### src/cbsrp_defines.vh
// Constants for the scanned BCD rear port
`ifndef CBSRP_DEFINES_VH
`define CBSRP_DEFINES_VH
`define CBSRP_CLK_HZ 20000000
`define CBSRP_DIGITS 5
`define CBSRP_SCAN_HZ 2000
`define CBSRP_SCAN_HALF (`CBSRP_CLK_HZ / (2 * `CBSRP_SCAN_HZ))
`define CBSRP_BLINK_HZ 3
`define CBSRP_BLINK_HALF (`CBSRP_CLK_HZ / (2 * `CBSRP_BLINK_HZ))
`define CBSRP_STROBE_NS 500
`define CBSRP_CLK_NS 50
`define CBSRP_STROBE_CYC ((`CBSRP_STROBE_NS + `CBSRP_CLK_NS - 1) / `CBSRP_CLK_NS)
`define CBSRP_POR_CYC 16
`define CBSRP_FIFO_DEPTH 16
`define CBSRP_FIFO_AW 4
`endif

### src/cbsrp_port.v
// Scanned BCD rear port of a counter, with count FIFO
`timescale 1ns/10ps
`include "cbsrp_defines.vh"

// ==========================================================================
// FIFO
module cbsrp_fifo #(
  parameter WIDTH = 20,
  parameter DEPTH = 16,
  parameter AW = 4
) (
  clk_sys,
  nrst,
  in_valid,
  in_ready,
  in_data,
  out_valid,
  out_ready,
  out_data
);
  input clk_sys;
  input nrst;
  input in_valid;
  output in_ready;
  input [WIDTH-1:0] in_data;
  output out_valid;
  input out_ready;
  output [WIDTH-1:0] out_data;
  reg [WIDTH-1:0] mem_q [0:DEPTH-1];
  reg [AW-1:0] wr_q;
  reg [AW-1:0] rd_q;
  // Count is one bit wider than the pointers so full and empty differ
  reg [AW:0] cnt_q;
  wire push;
  wire pop;
  assign in_ready = (cnt_q != DEPTH);
  assign out_valid = (cnt_q != 0);
  assign out_data = mem_q[rd_q];
  assign push = in_valid & in_ready;
  assign pop = out_valid & out_ready;
  always @(posedge clk_sys) begin
    if (push) begin
      mem_q[wr_q] <= in_data;
    end
  end
  always @(posedge clk_sys) begin
    if (!nrst) begin
      wr_q <= {AW{1'b0}};
      rd_q <= {AW{1'b0}};
      cnt_q <= {(AW+1){1'b0}};
    end else begin
      if (push) begin
        wr_q <= wr_q + 1'b1;
      end
      if (pop) begin
        rd_q <= rd_q + 1'b1;
      end
      if (push & !pop) begin
        cnt_q <= cnt_q + 1'b1;
      end else if (pop & !push) begin
        cnt_q <= cnt_q - 1'b1;
      end
    end
  end
endmodule // cbsrp_fifo

// ==========================================================================
// Top
module cbsrp_port (
  clk_sys,
  nrst,
  count_in,
  count_ovf,
  gate_end,
  tally_mode,
  dp_active,
  zero_supp,
  clear_in,
  clear_out,
  clear_oe,
  ovf_in,
  ovf_out,
  ovf_oe,
  manual_gate_n,
  scan_dis_n,
  fifo_ready,
  int_clear,
  counter_clear,
  gate_open,
  display_blank,
  display_q,
  scan_clk_out,
  bcd_out,
  dp_out_n,
  sync_out_n,
  latch_strobe
);
  input clk_sys;
  input nrst;
  input [19:0] count_in;
  input count_ovf;
  input gate_end;
  input tally_mode;
  input [4:0] dp_active;
  input zero_supp;
  input clear_in;
  output clear_out;
  output clear_oe;
  input ovf_in;
  output ovf_out;
  output ovf_oe;
  input manual_gate_n;
  input scan_dis_n;
  output fifo_ready;
  input int_clear;
  output counter_clear;
  output gate_open;
  output display_blank;
  output [19:0] display_q;
  output scan_clk_out;
  output [3:0] bcd_out;
  output [4:0] dp_out_n;
  output sync_out_n;
  output latch_strobe;

  localparam S_IDLE = 2'b01;
  localparam S_PULSE = 2'b10;
  // Macro values are 32 bits; each is cut to its counter's width on purpose
  localparam integer SCAN_HALF_I = `CBSRP_SCAN_HALF;
  localparam integer BLINK_HALF_I = `CBSRP_BLINK_HALF;
  localparam integer STROBE_CYC_I = `CBSRP_STROBE_CYC;
  localparam integer POR_CYC_I = `CBSRP_POR_CYC;
  localparam integer DIGITS_I = `CBSRP_DIGITS;
  localparam [15:0] SCAN_HALF = SCAN_HALF_I[15:0];
  localparam [22:0] BLINK_HALF = BLINK_HALF_I[22:0];
  localparam [4:0] STROBE_CYC = STROBE_CYC_I[4:0];
  localparam [4:0] POR_CYC = POR_CYC_I[4:0];
  localparam [2:0] LAST_SLOT = DIGITS_I[2:0];

  // ========================================================================
  // Input synchronisers
  reg [4:0] s1_q;
  reg [4:0] s2_q;
  always @(posedge clk_sys) begin
    if (!nrst) begin
      s1_q <= 5'h1f;
      s2_q <= 5'h1f;
    end else begin
      s1_q <= {clear_in, ovf_in, manual_gate_n, scan_dis_n, 1'b1};
      s2_q <= s1_q;
    end
  end
  wire clear_s = s2_q[4];
  wire ovf_s = s2_q[3];
  wire mgate_s = s2_q[2];
  wire sdis_s = s2_q[1];

  // ========================================================================
  // Power-up clear pulse
  reg [4:0] por_q;
  always @(posedge clk_sys) begin
    if (!nrst) begin
      por_q <= 5'h00;
    end else if (por_q != POR_CYC) begin
      por_q <= por_q + 5'h01;
    end
  end
  // Internal recount clears the counter but never pulls the pin
  assign clear_oe = (por_q != POR_CYC);
  assign clear_out = 1'b0;
  assign counter_clear = !clear_s | clear_oe | int_clear;
  // Manual gate only meaningful in tally mode; not locked out elsewhere
  assign gate_open = !mgate_s;

  // ========================================================================
  // Latch strobe and store; FIFO buffers stored counts, dropping any offered while full
  reg [1:0] st_q;
  reg [4:0] sc_q;
  reg strobe_q;
  reg strobe_dly_q;
  reg [19:0] display_q;
  reg [19:0] cap_q;
  always @(posedge clk_sys) begin
    if (!nrst) begin
      st_q <= S_IDLE;
      sc_q <= 5'h00;
      strobe_q <= 1'b0;
      cap_q <= 20'h00000;
    end else begin
      case (st_q)
        S_IDLE: begin
          if (tally_mode) begin
            strobe_q <= 1'b1;
          end else if (gate_end) begin
            st_q <= S_PULSE;
            strobe_q <= 1'b1;
            sc_q <= 5'h01;
            cap_q <= count_in;
          end else begin
            strobe_q <= 1'b0;
          end
        end
        S_PULSE: begin
          if (sc_q == STROBE_CYC) begin
            st_q <= S_IDLE;
            strobe_q <= 1'b0;
          end else begin
            sc_q <= sc_q + 5'h01;
          end
        end
        default: st_q <= S_IDLE;
      endcase
    end
  end
  assign latch_strobe = strobe_q;
  wire strobe_rise = strobe_q & !strobe_dly_q;
  wire [19:0] store_src = tally_mode ? count_in : cap_q;
  wire push = strobe_rise | (tally_mode & strobe_q);
  wire [19:0] fifo_data;
  wire fifo_valid;
  wire fifo_pop;
  always @(posedge clk_sys) begin
    if (!nrst) begin
      strobe_dly_q <= 1'b0;
      display_q <= 20'h00000;
    end else begin
      strobe_dly_q <= strobe_q;
      if (fifo_pop) begin
        display_q <= fifo_data;
      end
    end
  end
  // Store drains only at the sync slot so one scan shows a single count
  cbsrp_fifo #(
    .WIDTH(20),
    .DEPTH(`CBSRP_FIFO_DEPTH),
    .AW(`CBSRP_FIFO_AW)
  ) u_fifo (
    .clk_sys(clk_sys),
    .nrst(nrst),
    .in_valid(push),
    .in_ready(fifo_ready),
    .in_data(store_src),
    .out_valid(fifo_valid),
    .out_ready(fifo_pop),
    .out_data(fifo_data)
  );

  // ========================================================================
  // Scan clock and slot counter
  reg [15:0] div_q;
  reg sclk_q;
  reg [2:0] slot_q;
  always @(posedge clk_sys) begin
    if (!nrst) begin
      div_q <= 16'h0000;
      sclk_q <= 1'b0;
      slot_q <= 3'h0;
    // Clock and slot hold when disabled and the divider clears, so the scan resumes where it stopped
    end else if (!sdis_s) begin
      div_q <= 16'h0000;
    end else if (div_q == SCAN_HALF - 16'h0001) begin
      div_q <= 16'h0000;
      sclk_q <= !sclk_q;
      if (!sclk_q) begin
        slot_q <= (slot_q == LAST_SLOT) ? 3'h0 : slot_q + 3'h1;
      end
    end else begin
      div_q <= div_q + 16'h0001;
    end
  end
  assign scan_clk_out = sclk_q;
  // Pops only while scanning; a stopped scan keeps its count on show
  assign fifo_pop = fifo_valid & (slot_q == 3'h0) & sdis_s;

  // ========================================================================
  // Digit outputs, registered per slot
  function [3:0] digit_of;
    input [19:0] v;
    input [2:0] s;
    begin
      case (s)
        3'h1: digit_of = v[19:16];
        3'h2: digit_of = v[15:12];
        3'h3: digit_of = v[11:8];
        3'h4: digit_of = v[7:4];
        3'h5: digit_of = v[3:0];
        default: digit_of = 4'h0;
      endcase
    end
  endfunction
  // Outputs trail the slot by one cycle, long before the far side reads
  reg [3:0] bcd_q;
  reg [4:0] dpn_q;
  reg sync_n_q;
  always @(posedge clk_sys) begin
    if (!nrst) begin
      bcd_q <= 4'h0;
      dpn_q <= 5'h1f;
      sync_n_q <= 1'b1;
    end else begin
      bcd_q <= digit_of(display_q, slot_q);
      dpn_q <= ~dp_active;
      sync_n_q <= (slot_q != 3'h0);
    end
  end
  assign bcd_out = bcd_q;
  assign dp_out_n = dpn_q;
  assign sync_out_n = sync_n_q;

  // ========================================================================
  // Overflow, blanking and zero suppression line
  reg [22:0] blink_q;
  reg blink_ph_q;
  always @(posedge clk_sys) begin
    if (!nrst || !count_ovf) begin
      blink_q <= 23'h000000;
      blink_ph_q <= 1'b1;
    end else if (blink_q == BLINK_HALF - 23'h000001) begin
      blink_q <= 23'h000000;
      blink_ph_q <= !blink_ph_q;
    end else begin
      blink_q <= blink_q + 23'h000001;
    end
  end
  // Open drain: only ever pulls low, far side may pull low to blank
  assign ovf_oe = count_ovf ? !blink_ph_q : zero_supp;
  assign ovf_out = 1'b0;
  // Our own pull reaches ovf_s two flops late; mask it for that long
  reg oe1_q;
  reg oe2_q;
  always @(posedge clk_sys) begin
    if (!nrst) begin
      oe1_q <= 1'b0;
      oe2_q <= 1'b0;
    end else begin
      oe1_q <= ovf_oe;
      oe2_q <= oe1_q;
    end
  end
  assign display_blank = !ovf_s & !ovf_oe & !oe1_q & !oe2_q;
endmodule // cbsrp_port

### config.mk
export PLATFORM = sky130hd
export DESIGN_NAME = cbsrp_port
export DESIGN_NICKNAME = d
export VERILOG_FILES = /design/src/cbsrp_port.v
export VERILOG_INCLUDE_DIRS = /design/src
export SDC_FILE = /design/constraint.sdc
export NUM_CORES = 1
export LEC_CHECK = 0
export ABC_AREA = 0
export BUFFER_PORTS_ARGS = -buffer_cell sky130_fd_sc_hd__buf_2
export CORE_MARGIN = 10
export CORE_UTILIZATION = 40
export DETAILED_ROUTE_END_ITERATION = 12
export PLACE_DENSITY = 0.61
export SYNTH_ARGS = -nofsm -noshare
export SYNTH_HDL_FRONTEND = slang
export SYNTH_SLANG_ARGS = --single-unit
export TNS_END_PERCENT = 50
### constraint.sdc
create_clock -name clk_sys -period 3.1 [get_ports clk_sys]
set_input_delay 0.155 -clock clk_sys [delete_from_list [all_inputs] [get_ports clk_sys]]
set_output_delay 0.155 -clock clk_sys [all_outputs]
set_load 0.02 [all_outputs]
# Word level (Yosys, flattened, before mapping)
# Memories as Yosys holds them, arrays and structs flattened. A register that Yosys moved wholly into a read port is not among the register bits.
# Index checks and enable logic that the tools add are counted.
dict set report totals {
  regBits 113
  ram_bits 320
  inputBits 36
  out_inout_bits 40
  n_memories 1
}
dict set report classes {
  n_addsub 9
  eq_ne 16
  muxes 20
  bitwise_logic 19
  reduce_logical 28
}
# name words word_bits rd rd_ports_with_merged_regs wr line
set memory_table {}
lappend memory_table {u_fifo.mem_q 16 20 1 1 1 cbsrp_port.v:29} ;# reg [WIDTH-1:0] mem_q [0:DEPTH-1];
# op n
set op_table {}
lappend op_table {{two-way mux 5 bit} 5}
lappend op_table {{adder 23 x 1 -> 23 bit, second input constant} 1}
lappend op_table {{== test 23 x 22 -> 1 bit, second input constant} 1}
lappend op_table {{two-way mux 20 bit} 1}
lappend op_table {{case mux 4 bit (5 select lines)} 1}
lappend op_table {{adder 16 x 1 -> 16 bit, second input constant} 1}
lappend op_table {{== test 16 x 13 -> 1 bit, second input constant} 1}
lappend op_table {{adder 5 x 1 -> 5 bit, second input constant} 3}
lappend op_table {{zero test 1 bit} 14}
lappend op_table {{bitwise AND 1 bit} 11}
lappend op_table {{!= test 5 bit, second input constant} 2}
lappend op_table {{case mux 5 bit (2 select lines)} 1}
lappend op_table {{AND reduction 3 bit} 3}
lappend op_table {{adder 4 x 1 -> 4 bit, second input constant} 2}
lappend op_table {{!= test 2 bit, second input constant} 4}
lappend op_table {{== test 3 x 2 -> 1 bit, second input constant} 2}
lappend op_table {{== test 3 bit, second input constant} 2}
lappend op_table {{two-way mux 1 bit} 6}
lappend op_table {{two-way mux 2 bit} 3}
lappend op_table {{== test 5 x 4 -> 1 bit, second input constant} 1}
lappend op_table {{NOT 5 bit} 1}
lappend op_table {{nonzero test 5 bit} 1}
lappend op_table {{subtractor 5 x 1 -> 5 bit, second input constant} 1}
lappend op_table {{NOT 1 bit} 4}
lappend op_table {{16 further kinds} 20}

# Logic depth before layout (Yosys ltp)
dict set report logic_depth {
  ltp_word 8
  ltp_mapped 12
  mapped_depth_nobuf 11
}

# Modules after synthesis
# From an unflattened synthesis, not the netlist that was laid out.
dict set report hier_totals {
  cells_unflattened 1178
  hier_area_um2 18054.8
}
# module instances cells_per_inst area_per_inst_um2 seq_area_each_um2
set by_module_without_submodules {}
lappend by_module_without_submodules {cbsrp_fifo 1 599 12924.9 9949.5}
lappend by_module_without_submodules {cbsrp_port 1 579 5129.9 2362.3}

# Worst setup path before layout
# No wires, ideal clock.
dict set report synth_timing {
  path_type {reg2reg}
  start {reg strobe_q, in the netlist latch_strobe}
  end {mem u_fifo.mem_q[3][0], enable pin}
  arrival_time_ns 2.594
  slack_ns 0.084
  path_stages_with_launch 5
  period_less_slack_ns 3.016
  cell_sequence {dfxtp_1 inv_1 a221oi_2 nand2_1 nor3_1}
}
dict set report synth_between {
  elab_chain_cells 5
  elab_cells_between_ends 6
  classes_between {2 x mux; 4 x bitwise}
}
# element line
set synth_lines {}
lappend synth_lines {{start: declaration} cbsrp_port.v:179} ;# reg strobe_q;
lappend synth_lines {{start signal: assignment} cbsrp_port.v:187} ;# strobe_q <= 1'b0;
lappend synth_lines {{start signal: assignment} cbsrp_port.v:193} ;# strobe_q <= 1'b1;
lappend synth_lines {{start signal: assignment} cbsrp_port.v:196} ;# strobe_q <= 1'b1;
lappend synth_lines {{bitwise AND 1 bit (on tied branches)} {cbsrp_port.v:216, cbsrp_port.v:218}}
lappend synth_lines {{OR 1 bit *} cbsrp_port.v:218} ;# wire push = strobe_rise | (tally_mode & strobe_q);
lappend synth_lines {{bitwise AND 1 bit *} cbsrp_port.v:39} ;# assign push = in_valid & in_ready;
lappend synth_lines {{via u_fifo.push} cbsrp_port.v:34} ;# wire push;
lappend synth_lines {{two-way mux 1 bit *} cbsrp_port.v:42} ;# if (push) begin
lappend synth_lines {{two-way mux 1 bit (not written as such) *} cbsrp_port.v:43} ;# mem_q[wr_q] <= in_data;
lappend synth_lines {{end: declaration} cbsrp_port.v:29}
# The timed path passes the listed nets; every way through them passes the cells marked *.

# Worst setup path in the final report
dict set report layout_timing {
  start {reg u_fifo.cnt_q[0]}
  end {reg u_fifo.cnt_q[4]}
}
dict set report layout_between {
  elab_chain_cells 7
  elab_cells_between_ends 15
  classes_between {2 x add/sub; 1 x eq/ne; 2 x mux; 6 x bitwise; 4 x reduce/logical}
}
# element line
set layout_lines {}
lappend layout_lines {{start: declaration} cbsrp_port.v:33} ;# reg [AW:0] cnt_q;
lappend layout_lines {{start signal: assignment} cbsrp_port.v:50} ;# cnt_q <= {(AW+1){1'b0}};
lappend layout_lines {{start signal: assignment} cbsrp_port.v:59} ;# cnt_q <= cnt_q + 1'b1;
lappend layout_lines {{start signal: assignment} cbsrp_port.v:61} ;# cnt_q <= cnt_q - 1'b1;
lappend layout_lines {{nonzero test 5 bit} cbsrp_port.v:37} ;# assign out_valid = (cnt_q != 0);
lappend layout_lines {{bitwise AND 1 bit (2 in a row)} cbsrp_port.v:274} ;# assign fifo_pop = fifo_valid & (slot_q == 3'h0) & sdis_s;
lappend layout_lines {{bitwise AND 1 bit} cbsrp_port.v:40} ;# assign pop = out_valid & out_ready;
lappend layout_lines {{zero test 1 bit} cbsrp_port.v:58} ;# if (push & !pop) begin
lappend layout_lines {{bitwise AND 1 bit} cbsrp_port.v:58}
lappend layout_lines {{two-way mux 5 bit or nonzero test 2 bit (tied branches)} -}
# Several ways; a longest one is shown, not always the timed one. The select of a mux whose other input is x is not followed.
# A chain may end at the register's enable or synchronous reset.

==> results.md <==
- Post-DR wirelength/cell: 19.56 um
- Design Power: 14.51 mW
- Max Cap Viol: 0
- DIE AREA: 0.05353 mm^2
- Data required, critical path: 3.59 ns
- Status: finished, final reports clean
- PortBufs: 73
- Hold Fails Final Rpt: 0
- Design area: between 0.02 and 0.025 mm^2
- DP Cell Count: ~1,900
- I/O pin count: 76
- Setup ws final: between 0.2 and 0.3 ns
- Crit start category: flip-flop
- Hold_ws: 0.05101 ns
- Remaining Overflow, GRT: 0
- # diodes: 0
- Max clock buf depth: 3
- DR pass1 iterations: 5
- Yosys cell types: 53
- Post-CTS sizing: 0
- Routed Antenna Nets: 0
- Synth area leader: edfxtp_1
- Synthesized area: about 0.018 mm^2
- DRC Markers: 0
- Clock Pin Slew Worst Setup and Hold Paths: 0.06 ns
- CP Launch Point: u_fifo.cnt_q[0]
- Layout area overhead: 16.64%
- Final setup fails: 0
- Synthesized flop and latch total: 451
- Slew Limit Fails: 0
- Worst-case vdd ir drop: ~540 uV
- FMAX: 352.1 MHz
- Final Skew: 0.02478 ns
- Die extent in x: 231.4 um
- WS Path Type: flip-flop to flip-flop
- Tmin final: 2.840 ns
- Post-synth ARST share: 0%
- Final Cycle Share: 91.61%
- Row cnt: 77
- Initial antenna violation count: 0
- Worst setup EP type: flip-flop
- Most instantiated library cell after synthesis: edfxtp_1
- Area of the core: 0.04422 mm^2
- Chip height: ~230 um
- # nets final: 1,464
- Sequential fraction of the synthesis area: 68.44%
- Root Driver: clkbuf_16
- Largest net degree at the start of global routing: between 50 and 60
- GRT Util Overall: 14.70%
- Total CTS buffers: 45
- Initial Utilization: 40.42%
- R2R Path Start: u_fifo.cnt_q[0]
- Post-Synthesis Cells: roughly 1,300
- EDFF count, synth: 320
- HP Class: input port to flip-flop
- Share of cells above drive strength 1: between 10% and 20%
- RSZ-0062 raised after global routing: false
- Worst slew pin tran: approximately 0.86 ns
- FILL cells: 3,849
- Synth top area share: 53.77%
- Setup TNS: 0 ns
- Peak fanout along the critical path: 8
- Routability Congestion: ~0.85
- Sequential cell area: 0.01224 mm^2
- Syn Area/Cell: approximately 14 um^2
- Sinks on Clock Net: 451
- DPL Wire Length: 25,670 um
- Final WL: between 30,000 and 40,000 um
- Via Count: 10,577
- Multi-input gate area: 0.005309 mm^2
- Primary FF master, synth: edfxtp_1
- Hold Startpoint: nrst
- Final core area utilization: around 47%
- Leakage Power: 6.916 nW
- Vias in the first global route: 10,621
- Synth area leaders: edfxtp_1 (54%), dfxtp_1 (15%), mux2i_1 (8.1%), o22ai_1 (2.5%), nor2_1 (2.2%)
- Clock latency on the worst-skew pair: 0.56 ns
- Wire length of the first global-routing pass: 61,560 um
- Arrival time of the worst setup path: 3.33 ns
- 1st-iter DRT viols: 851
- Cell area power density: 696.3 mW/mm^2
- Finished Layout Cells: 2,039
- Synthesis Warnings: 0
- Vias/cell: 5.187
- Slew margin rel.: 42.70%
- Placed Area: 0.01912 mm^2
- Dpl ws: 0.2698 ns
- CTS H-tree depth: 2
- Most frequent cells after synthesis: edfxtp_1 (320), mux2i_1 (144), dfxtp_1 (131)
- CTS tree: yes
## state kept, by name (all words and copies together), names as in the netlist, 5 cells and up
signal        count
u_fifo.mem_q    320
blink_q          23
cap_q            20
display_q        20
div_q            16
dp_out_n          5
por_q             5
sc_q              5
u_fifo.cnt_q      5
## worst max-delay path, cell delays in order, from the launching register on
cell	delay [ns]
dfxtp_1	0.35
or4_1	0.54
o211a_1	0.24
clkinv_1	0.15
ha_1	0.24
inv_1	0.11
ha_1	0.34
a21o_1	0.20
a21oi_1	0.17
mux2i_1	0.23
mux2i_1	0.19
## report_power, final
group          internal (mW)  total (mW)  leakage (nW)  switching [mW]
Combinational          0.849        2.24          2.22            1.39
Sequential              6.77        7.09          4.00           0.319
Clock                   2.96        5.19         0.698            2.23
Total                   10.6        14.5          6.92            3.94
## cell usage in the layout, fill, tap and decap left out, types with 4 or more instances in the layout
| cell type | Yosys | layout |
|---|---|---|
| xor2_1 | 25 | 25 |
| nor2b_1 | 5 | 5 |
| buf_12 | 0 | 5 |
| and2_1 | 21 | 21 |
| mux2_2 | 20 | 20 |
| xnor2_1 | 28 | 28 |
| nor3_2 | 0 | 4 |
| edfxtp_1 | 320 | 320 |
| nor4bb_1 | 6 | 6 |
| dfxtp_1 | 131 | 130 |
| and4_1 | 4 | 4 |
| nor2_2 | 0 | 12 |
| nand2_1 | 86 | 86 |
| a31oi_1 | 15 | 15 |
| nand4_1 | 11 | 11 |
| clkbuf_1 | 32 | 12 |
| and3_1 | 13 | 13 |
| nor2_1 | 107 | 95 |
| mux2i_1 | 144 | 144 |
| clkbuf_16 | 0 | 46 |
| buf_4 | 5 | 38 |
| o21ai_0 | 27 | 27 |
| nor3_1 | 17 | 13 |
| nand3b_1 | 5 | 5 |
| a21oi_1 | 21 | 21 |
| nor4_1 | 5 | 5 |
| clkinv_1 | 1 | 8 |
| o22ai_1 | 70 | 70 |
| a22oi_1 | 8 | 8 |
| clkinv_2 | 0 | 11 |
| nand2b_1 | 14 | 14 |
| buf_2 | 23 | 73 |
| mux4_2 | 10 | 10 |
| dlygate4sd3_1 | 0 | 31 |
| inv_1 | 21 | 21 |
| ha_1 | 17 | 17 |
| nand3_1 | 16 | 16 |
| a21boi_0 | 23 | 23 |
## path summary, 6_finish.rpt
check / end / slack, ns / depth (start not counted)
worst max-delay path: u_fifo.cnt_q[4] / 0.26 / 10
worst min-delay path: dp_out_n[4] / 0.05 / 3
worst max register to register: u_fifo.cnt_q[4] / 0.26 / 10
worst min register to register: s2_q[4] / 0.42 / 1
## per-layer routing
layer	part of all wire (%)	global-route usage (%)	vias up
met5	0	0	-
met4	2.5	4.460	0
met3	5.8	3.054	69
met2	48	24.49	256
met1	43	18.93	5235
li1	-	-	5017
## layout make-up
type / instances / area share [%]
well taps: 592 / 3.553
clock buffers: 60 / 5.870
flip-flops and latches: 451 / 58.69
inverters: 22 / 0.3961
multi-input cells: 743 / 25.47
clock inverters: 24 / 0.9303
repair buffers: 147 / 5.090
## timing repair
item / CTS / global route
buffers inserted: 0 / 0
hold buffers: 31 / 0
hold endpoints to repair: 31 / 0
## kinds of logic (layout without fill, tap and decap cells)
| kind of cell | count (synthesis) | after routing | share of synthesized area, % |
|---|---|---|---|
| compound gates | 172 | 172 | 6.028 |
| xor+xnor | 53 | 53 | 2.597 |
| fa+ha+maj | 18 | 18 | 1.302 |
| buf+inv | 86 | 253 | 2.156 |
| flops | 451 | 451 | 68.44 |
| mux | 174 | 174 | 10.59 |
| other cells | 1 | 2 | 0.02098 |
| simple gates | 324 | 324 | 8.870 |
Power figures use the tool's default switching activity.
